==> src/common/impw_pkg.sv <==
// Shared constants and types for the interleaved multiphase PWM timing block
package impw_pkg;
  // Structure
  localparam int NCH   = 4;               // Phase channels built
  localparam int PER_W = 16;              // Switching-period counter width
  localparam int CUR_W = 12;              // Sampled current word width
  localparam int SUM_W = CUR_W + 2;       // Sum of four samples

  // Clock rate and timing figures
  localparam int CLK_MHZ   = 125;
  localparam int SETTLE_NS = 200;         // Sense settling before sample and hold
  localparam int SETTLE_CYC = (SETTLE_NS * CLK_MHZ + 999) / 1000;
  localparam int STRAP_NS  = 1000;        // Strap pins left undriven before sampling
  localparam int STRAP_CYC = (STRAP_NS * CLK_MHZ + 999) / 1000;

  // Divide by three as multiply and shift
  localparam logic [16:0] THIRD_MUL   = 17'h0_5556;
  localparam int          THIRD_SHIFT = 16;

  // Balance filter strength, as a right shift
  localparam int LPF_SHIFT = 3;

  // Active-channel masks and counts
  localparam logic [NCH-1:0] MASK_FOUR  = 4'hf;
  localparam logic [NCH-1:0] MASK_THREE = 4'h7;
  localparam logic [NCH-1:0] MASK_TWO   = 4'h3;
  localparam logic [2:0]     COUNT_FOUR  = 3'h4;
  localparam logic [2:0]     COUNT_THREE = 3'h3;
  localparam logic [2:0]     COUNT_TWO   = 3'h2;

  // Strap bit positions on the strap pin pair
  localparam int STRAP_P3 = 0;
  localparam int STRAP_P4 = 1;

  typedef enum logic [1:0] {
    MODE_FOUR  = 2'b00,
    MODE_TWO   = 2'b01,
    MODE_THREE = 2'b10
  } impw_mode_e;

  typedef enum logic [1:0] {
    ST_STRAP = 2'b00,
    ST_RUN   = 2'b01
  } impw_state_e;
endpackage

==> src/core/impw_lpf.sv <==
// First-order low-pass filter for one channel's balance error current
`timescale 1ns/1ps
module impw_lpf
  import impw_pkg::*;
#(
  parameter int W     = CUR_W + 1,
  parameter int SHIFT = LPF_SHIFT
) (
  // Clock and reset
  input  wire logic                CLK_IN,
  input  wire logic                RESET_IN,
  // Control
  input  wire logic                CLEAR_IN,
  input  wire logic                UPDATE_IN,
  // Data
  input  wire logic signed [W-1:0] ERR_IN,
  output logic signed [W-1:0]      FILT_OUT
);
  logic signed [W:0]   diff;
  logic signed [W:0]   step;
  logic signed [W-1:0] filt_next;

  // One step toward the input per switching cycle; truncation leaves a small bias
  assign diff      = ERR_IN - FILT_OUT;
  assign step      = diff >>> SHIFT;
  assign filt_next = FILT_OUT + step[W-1:0];

  // Cleared channels hold zero so they add no correction
  always_ff @(posedge CLK_IN) begin
    if (RESET_IN || CLEAR_IN) begin
      FILT_OUT <= '0;
    end else if (UPDATE_IN) begin
      FILT_OUT <= filt_next;
    end
  end
endmodule

==> src/core/impw_core.sv <==
// Interleaved multiphase PWM timing with strap channel select and current balance
// Operation
// - No strap: all four channels run
// - Cycle spans phase one falling edges
// - Period clock drives phase one low
// - Four channels: terminations a quarter apart
// - Phase three strapped high: two channels, half
// - Phase four strapped high: three channels, third
// - Falling edge forces quarter-cycle low time
// - After forced off, ramp crossing sets high
// - High holds until own next termination
// - Sense only inside forced off window
// - Sample and hold once per cycle
// - Average sums active samples over count
// - Error is sample minus average
// - Filtered error corrects duty toward balance; the core only outputs it on BALANCE_CORR_OUT
// - Deselected channels excluded and idle
`timescale 1ns/1ps
module impw_core
  import impw_pkg::*;
(
  // Clock and reset
  input  wire logic                   CLK_IN,
  input  wire logic                   RESET_IN,
  // Switching period in clock cycles, set from freq_set_pin
  input  wire logic [PER_W-1:0]       PERIOD_CYCLES_IN,
  // Per-channel ramp crossing and sampled current words
  input  wire logic [NCH-1:0]         RAMP_CROSS_IN,
  input  wire logic [NCH*CUR_W-1:0]   CURRENT_SENSE_IN,
  // Pin levels of phase_out_3 and phase_out_4 for strapping
  input  wire logic [1:0]             STRAP_PIN_IN,
  // Phase outputs with enables
  output logic [NCH-1:0]              PHASE_OUT,
  output logic [NCH-1:0]              PHASE_OE_OUT,
  // Balance results
  output logic [CUR_W-1:0]            AVERAGE_CURRENT_OUT,
  output logic [NCH*(CUR_W+1)-1:0]    BALANCE_CORR_OUT,
  // Status
  output logic [2:0]                  CHANNEL_COUNT_OUT,
  output logic                        CYCLE_START_OUT
);
  // Strap synchroniser and startup state
  logic [1:0]           strap_s1_reg;
  logic [1:0]           strap_s2_reg;
  impw_state_e          state_reg;
  impw_state_e          state_next;
  logic [7:0]           strap_cnt_reg;
  impw_mode_e           mode_reg;
  impw_mode_e           mode_next;
  logic                 strap_done;
  logic                 run;
  logic [NCH-1:0]       active;
  logic [2:0]           count_next;

  // Period timing
  logic [PER_W-1:0]     period_reg;
  logic [PER_W-1:0]     cnt_reg;
  logic [PER_W-1:0]     cnt_next;
  logic                 wrap;
  logic                 cycle_start;
  logic [PER_W-1:0]     step;
  logic [PER_W-1:0]     quarter;
  logic [31:0]          period_third;

  // Per-channel wires
  logic [NCH-1:0]       term;
  logic [NCH-1:0]       phase_q;
  logic [CUR_W-1:0]     held [NCH];
  logic [SUM_W-1:0]     sum;
  logic [31:0]          sum_third;
  logic [CUR_W-1:0]     avg_next;
  logic [CUR_W-1:0]     avg_reg;

  function automatic logic [31:0] third_of(input logic [31:0] x);
    logic [48:0] p;
    p = {17'h0_0000, x} * {32'h0000_0000, THIRD_MUL};
    return p[THIRD_SHIFT +: 32];
  endfunction

  // Strap pins come from the board, so two flops before any use
  always_ff @(posedge CLK_IN) begin
    strap_s1_reg <= STRAP_PIN_IN;
    strap_s2_reg <= strap_s1_reg;
  end

  // Phase three strap wins over phase four; with neither, four channels
  assign strap_done = (state_reg == ST_STRAP) && (strap_cnt_reg == 8'(STRAP_CYC));
  assign mode_next  = strap_s2_reg[STRAP_P3] ? MODE_TWO :
                      strap_s2_reg[STRAP_P4] ? MODE_THREE :
                      MODE_FOUR;
  assign state_next = strap_done ? ST_RUN : state_reg;
  assign run        = (state_reg == ST_RUN);

  // Outputs stay undriven after reset so a strap to the supply can be read
  always_ff @(posedge CLK_IN) begin
    if (RESET_IN) begin
      state_reg     <= ST_STRAP;
      strap_cnt_reg <= '0;
      mode_reg      <= MODE_FOUR;
    end else begin
      state_reg <= state_next;
      if (!run) begin
        strap_cnt_reg <= strap_cnt_reg + 8'h01;
      end
      if (strap_done) begin
        mode_reg <= mode_next;
      end
    end
  end

  // Active channels and spacing between terminations
  always_comb begin
    case (mode_reg)
      MODE_TWO: begin
        active     = MASK_TWO;
        count_next = COUNT_TWO;
        step       = period_reg >> 1;
      end
      MODE_THREE: begin
        active     = MASK_THREE;
        count_next = COUNT_THREE;
        step       = period_third[PER_W-1:0];
      end
      default: begin
        active     = MASK_FOUR;
        count_next = COUNT_FOUR;
        step       = period_reg >> 2;
      end
    endcase
  end
  assign period_third = third_of({16'h0000, period_reg});
  assign quarter      = period_reg >> 2;

  // Cycle counter; zero is the phase one termination instant
  assign wrap        = (cnt_reg >= period_reg - 16'h0001);
  assign cnt_next    = wrap ? '0 : cnt_reg + 16'h0001;
  assign cycle_start = run && (cnt_reg == '0);

  // Period is picked up only at a wrap so a cycle never changes length midway
  always_ff @(posedge CLK_IN) begin
    if (RESET_IN || !run) begin
      cnt_reg    <= '0;
      period_reg <= PERIOD_CYCLES_IN;
    end else begin
      cnt_reg <= cnt_next;
      if (wrap) begin
        period_reg <= PERIOD_CYCLES_IN;
      end
    end
  end

  // Per-channel timing, sampling and balance
  for (genvar k = 0; k < NCH; k++) begin : g_ch
    logic [PER_W-1:0]       off;
    logic [PER_W-1:0]       foff_cnt_reg;
    logic                   forced_reg;
    logic                   taken_reg;
    logic                   phase_reg;
    logic                   oe_reg;
    logic [CUR_W-1:0]       held_reg;
    logic                   sample_now;
    logic                   forced_end;
    logic signed [CUR_W:0]  err;
    logic                   clear;

    assign off        = PER_W'(step * k);
    assign term[k]    = run && active[k] && (cnt_reg == off);
    assign forced_end = (foff_cnt_reg + 16'h0001 >= quarter);
    // Sample after settling, or at the window end if the window is shorter
    assign sample_now = forced_reg && !taken_reg && run && active[k] &&
                        ((foff_cnt_reg == PER_W'(SETTLE_CYC)) || forced_end);

    // Forced off starts at each termination and lasts a quarter cycle
    always_ff @(posedge CLK_IN) begin
      if (RESET_IN) begin
        foff_cnt_reg <= '0;
        forced_reg   <= 1'b1;
        taken_reg    <= 1'b0;
      end else if (term[k]) begin
        foff_cnt_reg <= '0;
        forced_reg   <= 1'b1;
        taken_reg    <= 1'b0;
      end else if (forced_reg && run && active[k]) begin
        foff_cnt_reg <= foff_cnt_reg + 16'h0001;
        forced_reg   <= !forced_end;
        taken_reg    <= taken_reg || sample_now;
      end
    end

    // Termination drives low; ramp crossing sets high once forced off is over
    always_ff @(posedge CLK_IN) begin
      if (RESET_IN) begin
        phase_reg <= 1'b0;
        oe_reg    <= 1'b0;
      end else begin
        oe_reg <= run && active[k];
        if (term[k]) begin
          phase_reg <= 1'b0;
        end else if (!forced_reg && run && active[k] && RAMP_CROSS_IN[k]) begin
          phase_reg <= 1'b1;
        end
      end
    end

    // Sample and hold of the sensed current word
    always_ff @(posedge CLK_IN) begin
      if (RESET_IN) begin
        held_reg <= '0;
      end else if (sample_now) begin
        held_reg <= CURRENT_SENSE_IN[k*CUR_W +: CUR_W];
      end
    end

    assign held[k]         = active[k] ? held_reg : '0;
    assign err             = $signed({1'b0, held_reg}) - $signed({1'b0, avg_reg});
    assign clear           = !run || !active[k];
    assign phase_q[k]      = phase_reg;
    assign PHASE_OE_OUT[k] = oe_reg;

    // Positive output means this channel carries too much; subtract it from comp
    impw_lpf #(
      .W     (CUR_W + 1),
      .SHIFT (LPF_SHIFT)
    ) u_lpf (
      .CLK_IN   (CLK_IN),
      .RESET_IN (RESET_IN),
      .CLEAR_IN (clear),
      .UPDATE_IN(cycle_start),
      .ERR_IN   (err),
      .FILT_OUT (BALANCE_CORR_OUT[k*(CUR_W+1) +: CUR_W+1])
    );
  end

  // Sum of active samples only, divided by the active count
  always_comb begin
    sum = '0;
    for (int i = 0; i < NCH; i++) begin
      sum = sum + SUM_W'(held[i]);
    end
  end
  assign sum_third = third_of({18'h0_0000, sum});
  assign avg_next  = (mode_reg == MODE_TWO)   ? CUR_W'(sum >> 1) :
                     (mode_reg == MODE_THREE) ? sum_third[CUR_W-1:0] :
                     CUR_W'(sum >> 2);

  // Average refreshed once per cycle, from samples held in the previous cycle
  always_ff @(posedge CLK_IN) begin
    if (RESET_IN) begin
      avg_reg           <= '0;
      CHANNEL_COUNT_OUT <= '0;
      CYCLE_START_OUT   <= 1'b0;
    end else begin
      if (cycle_start) begin
        avg_reg <= avg_next;
      end
      CHANNEL_COUNT_OUT <= run ? count_next : 3'h0;
      CYCLE_START_OUT   <= cycle_start;
    end
  end

  assign PHASE_OUT           = phase_q;
  assign AVERAGE_CURRENT_OUT = avg_reg;
endmodule

==> config.mk <==
export PLATFORM = sky130hd
export DESIGN_NAME = impw_core
export DESIGN_NICKNAME = d
export VERILOG_FILES = /design/src/common/impw_pkg.sv /design/src/core/impw_lpf.sv /design/src/core/impw_core.sv
export SDC_FILE = /design/constraint.sdc
export NUM_CORES = 1
export LEC_CHECK = 0
export BUFFER_PORTS_ARGS = -buffer_cell sky130_fd_sc_hd__buf_2
export CAP_MARGIN = 25
export CORE_MARGIN = 2
export CORE_UTILIZATION = 30
export CTS_CLUSTER_DIAMETER = 40
export DETAILED_ROUTE_END_ITERATION = 12
export GPL_TIMING_DRIVEN = 0
export SLEW_MARGIN = 15
export SYNTH_ARGS = -nofsm -noshare
export SYNTH_HDL_FRONTEND = slang
export SYNTH_SLANG_ARGS = --single-unit
==> constraint.sdc <==
create_clock -name CLK_IN -period 26.1 [get_ports CLK_IN]
set_clock_uncertainty 0.1 [all_clocks]
set_input_delay 2.61 -clock CLK_IN [delete_from_list [all_inputs] [get_ports CLK_IN]]
set_output_delay 2.61 -clock CLK_IN [all_outputs]
set_load 0.03 [all_outputs]
==> results_dict.tcl <==
set metrics [dict create \
    vias_per_cell 4.98 \
    p_total_uw 1980 \
    synth_edf_count 16 \
    die_area_sq_mm 0.0971 \
    ys_ff_latch 242 \
    first_global_vias 24200 \
    start_util 0.304 \
    cts_hold_buffers 0 \
    utilization 0.349 \
    grt.total_usage 0.176 \
    portBuffers 146 \
    worstSetupPathType "register to register" \
    power.switching_uw 805 \
    post-cts-setup-buffer-count 0 \
    crit_path_top_delay_cell "xnor2_1" \
    p_sw_frac 0.407 \
    tightest_slew_ps 1100 \
    boundaryPins 148 \
    crit_path_start_kind "register" \
    hpwl_um 69400 \
    cts_buffers 52 \
    route.detailed.drc 0 \
    status "complete, no violations" \
    grt_max_degree 26 \
    max_cap_violations 0 \
    ant_nets 0 \
    seq_power_share 0.193 \
    die_h_um 312 \
    nFillCells 9798 \
    fin_crit_ps 12170 \
    layout_commonest_cell "ha_1" \
    overflow 0 \
    area_delta_synth_final_pct 14.9 \
    initialDrtViolationCount 1618 \
    post_cts_resized 0 \
    cp_data_arrival_time_ps 12600 \
    nNetsFinal 4319 \
    cts_buffer_depth 3 \
    clock-sinks 242 \
    wl_per_cell_um 17.5 \
    syn_inst 3434 \
    htreeDepth 2 \
    gp_congestion 0.934 \
    endpoint_kind "register" \
    routed-via-count 24600 \
    cp_max_fo 10 \
    cell_internal_pwr_uw 1170 \
    finalHoldViolCount 0 \
    syn_area_per_cell_sq_um 8.26 \
    fmax_ghz 0.0822 \
    ys.flop_type "dfxtp_1" \
    clk_latency_ps 620 \
    clkTransAtPathRegs_ps 50 \
    layout_common_cells "ha_1, inv_1, nor2_1, nand2_1, dfxtp_1" \
    period_share 0.466 \
    rsz0062_at_grt "false" \
    die_w_um 312 \
    fp-row-count 112 \
    cellLeakagePower_uw 0.0152 \
    slew_headroom 0.263 \
    required_ps 26520 \
    async_reset_ff_frac 0 \
    cts_tree "yes" \
    drt_pass1_iterations 6 \
    combPwrFrac 0.448 \
    final_cells 4933 \
    ctsRootBufferMaster "clkbuf_16" \
    vdd_drop_max_uv 57.7 \
    tns_ps 0 \
    hold_class "register to register" \
    synth_cell_types 88 \
    drive_above_1_share 0.0887 \
    yosysWarnings 0 \
    grt_pass1_wl_um 135000 \
    setup_violations 0 \
    core_area_sq_mm 0.0935 \
    largest_reg_flops 64 \
    synth_area_sq_mm 0.0284 \
    cp_common_cell "inv_1" \
    p_clk_frac 0.359 \
    p_per_area_mw_per_mm2 60.7 \
    grt_antenna_before_repair 2 \
    routed_wl_um 86500 \
    cpPeakStageDelay_ps 760 \
    ys_seq_area_frac 0.176 \
    placed_cells 4836 \
    slew_viol_final 0 \
    synth_nets 4116 \
]
per-layer routing:
| metal | routed length, um | track usage | part of all wire | up-vias |
|---|---|---|---|---|
| met4 | 2690 | 0.0550 | 0.031 | 4 |
| li1 | - | - | - | 12200 |
| met5 | 22 | 0 | 0.00025 | - |
| met2 | 40800 | 0.301 | 0.47 | 585 |
| met1 | 38200 | 0.223 | 0.44 | 11700 |
| met3 | 4760 | 0.0301 | 0.055 | 141 |
per-stage QoR:
stage,setup WS [ps],hold slack [ps],cell area (sq um)
finish,13930,227,32600
global route,13220,235,32600
CTS,13930,227,32600
detailed placement,13990,214,30700
global placement,14130,218,30700
floorplan,16700,210,28400
critical path: cells and delay by family (launching register included):
| family | cells | cell delay, ps |
|---|---|---|
| xor gates and xnor gates | 2 | 1050 |
| and+or+nand+nor | 5 | 500 |
| buffers and inverters | 14 | 2860 |
| adders and majority gates | 11 | 4370 |
| AOI/OAI and AO/OA | 12 | 2790 |
| DFF | 1 | 370 |
power groups by stage:
stage	combinational, uW	sequential (uW)	clock [uW]
after floorplan	663	386	0
after global placement	862	389	0
after detailed placement	867	389	0
after CTS	874	382	724
after global routing	991	382	743
final	886	382	711
Yosys cell counts (all sizes together) (6+ instances only):
| cell | n | area share |
|---|---|---|
| o21bai | 18 | 0.0048 |
| buf | 36 | 0.0078 |
| nand4 | 40 | 0.0088 |
| edfxtp | 16 | 0.017 |
| a21o | 70 | 0.019 |
| xnor2 | 192 | 0.059 |
| a211o | 7 | 0.0022 |
| a22oi | 7 | 0.0019 |
| and2 | 23 | 0.0051 |
| a31oi | 18 | 0.0042 |
| and3 | 22 | 0.0048 |
| a211oi | 45 | 0.012 |
| mux2 | 8 | 0.0033 |
| nor2 | 303 | 0.041 |
| o31ai | 13 | 0.0036 |
| nor2b | 38 | 0.0084 |
| or3 | 30 | 0.0066 |
| a21oi | 203 | 0.037 |
| nand2b | 31 | 0.0068 |
| nor3 | 85 | 0.015 |
| a41oi | 8 | 0.0025 |
| o211ai | 19 | 0.0050 |
| o21a | 15 | 0.0040 |
| fa | 155 | 0.11 |
| clkbuf | 76 | 0.010 |
| a2111oi | 17 | 0.0064 |
| or2 | 14 | 0.0031 |
| nand3 | 91 | 0.016 |
| a21boi | 21 | 0.0056 |
| o22ai | 6 | 0.0013 |
| o21ai | 122 | 0.022 |
| dfxtp | 226 | 0.16 |
| nor4 | 23 | 0.0055 |
| and4 | 14 | 0.0043 |
| a31o | 10 | 0.0031 |
| xor2 | 122 | 0.038 |
| ha | 455 | 0.20 |
| mux2i | 60 | 0.021 |
| inv | 433 | 0.057 |
| nand2 | 272 | 0.036 |
kinds of logic (layout without fill, tap and decap cells):
kind of cell / Yosys count / in the layout / share of synthesized area
AO/OA/AOI/OAI: 643 / 643 / 0.148
XOR/XNOR: 314 / 314 / 0.0969
adder cells (fa/ha/maj): 610 / 610 / 0.310
buffers and inverters: 546 / 789 / 0.0753
flip-flops: 242 / 242 / 0.176
multiplexers: 68 / 68 / 0.0245
other: 0 / 2 / 0
AND/OR/NAND/NOR: 1011 / 1011 / 0.169
final timing paths:
path	start	endpoint	slack, ps	cells after the start
max	mode_reg[0]	AVERAGE_CURRENT_OUT[11]	13930	44
min	strap_s1_reg[1]	strap_s2_reg[1]	230	0
max reg2reg	mode_reg[0]	AVERAGE_CURRENT_OUT[11]	13930	44
min reg2reg	strap_s1_reg[1]	strap_s2_reg[1]	230	0
layout make-up:
class	count	area, sq um	share of cell area
Buffer	112	509	0.0156
Tap cell	1254	1570	0.0481
Clock buffer	64	1430	0.0438
Multi-Input combinational cell	2646	21200	0.652
Antenna cell	2	5.00	0.000154
Sequential cell	242	5000	0.154
Clock inverter	30	450	0.0138
Inverter	434	1630	0.0500
Timing Repair Buffer	149	757	0.0232
(Power assumes the default switching activity.)
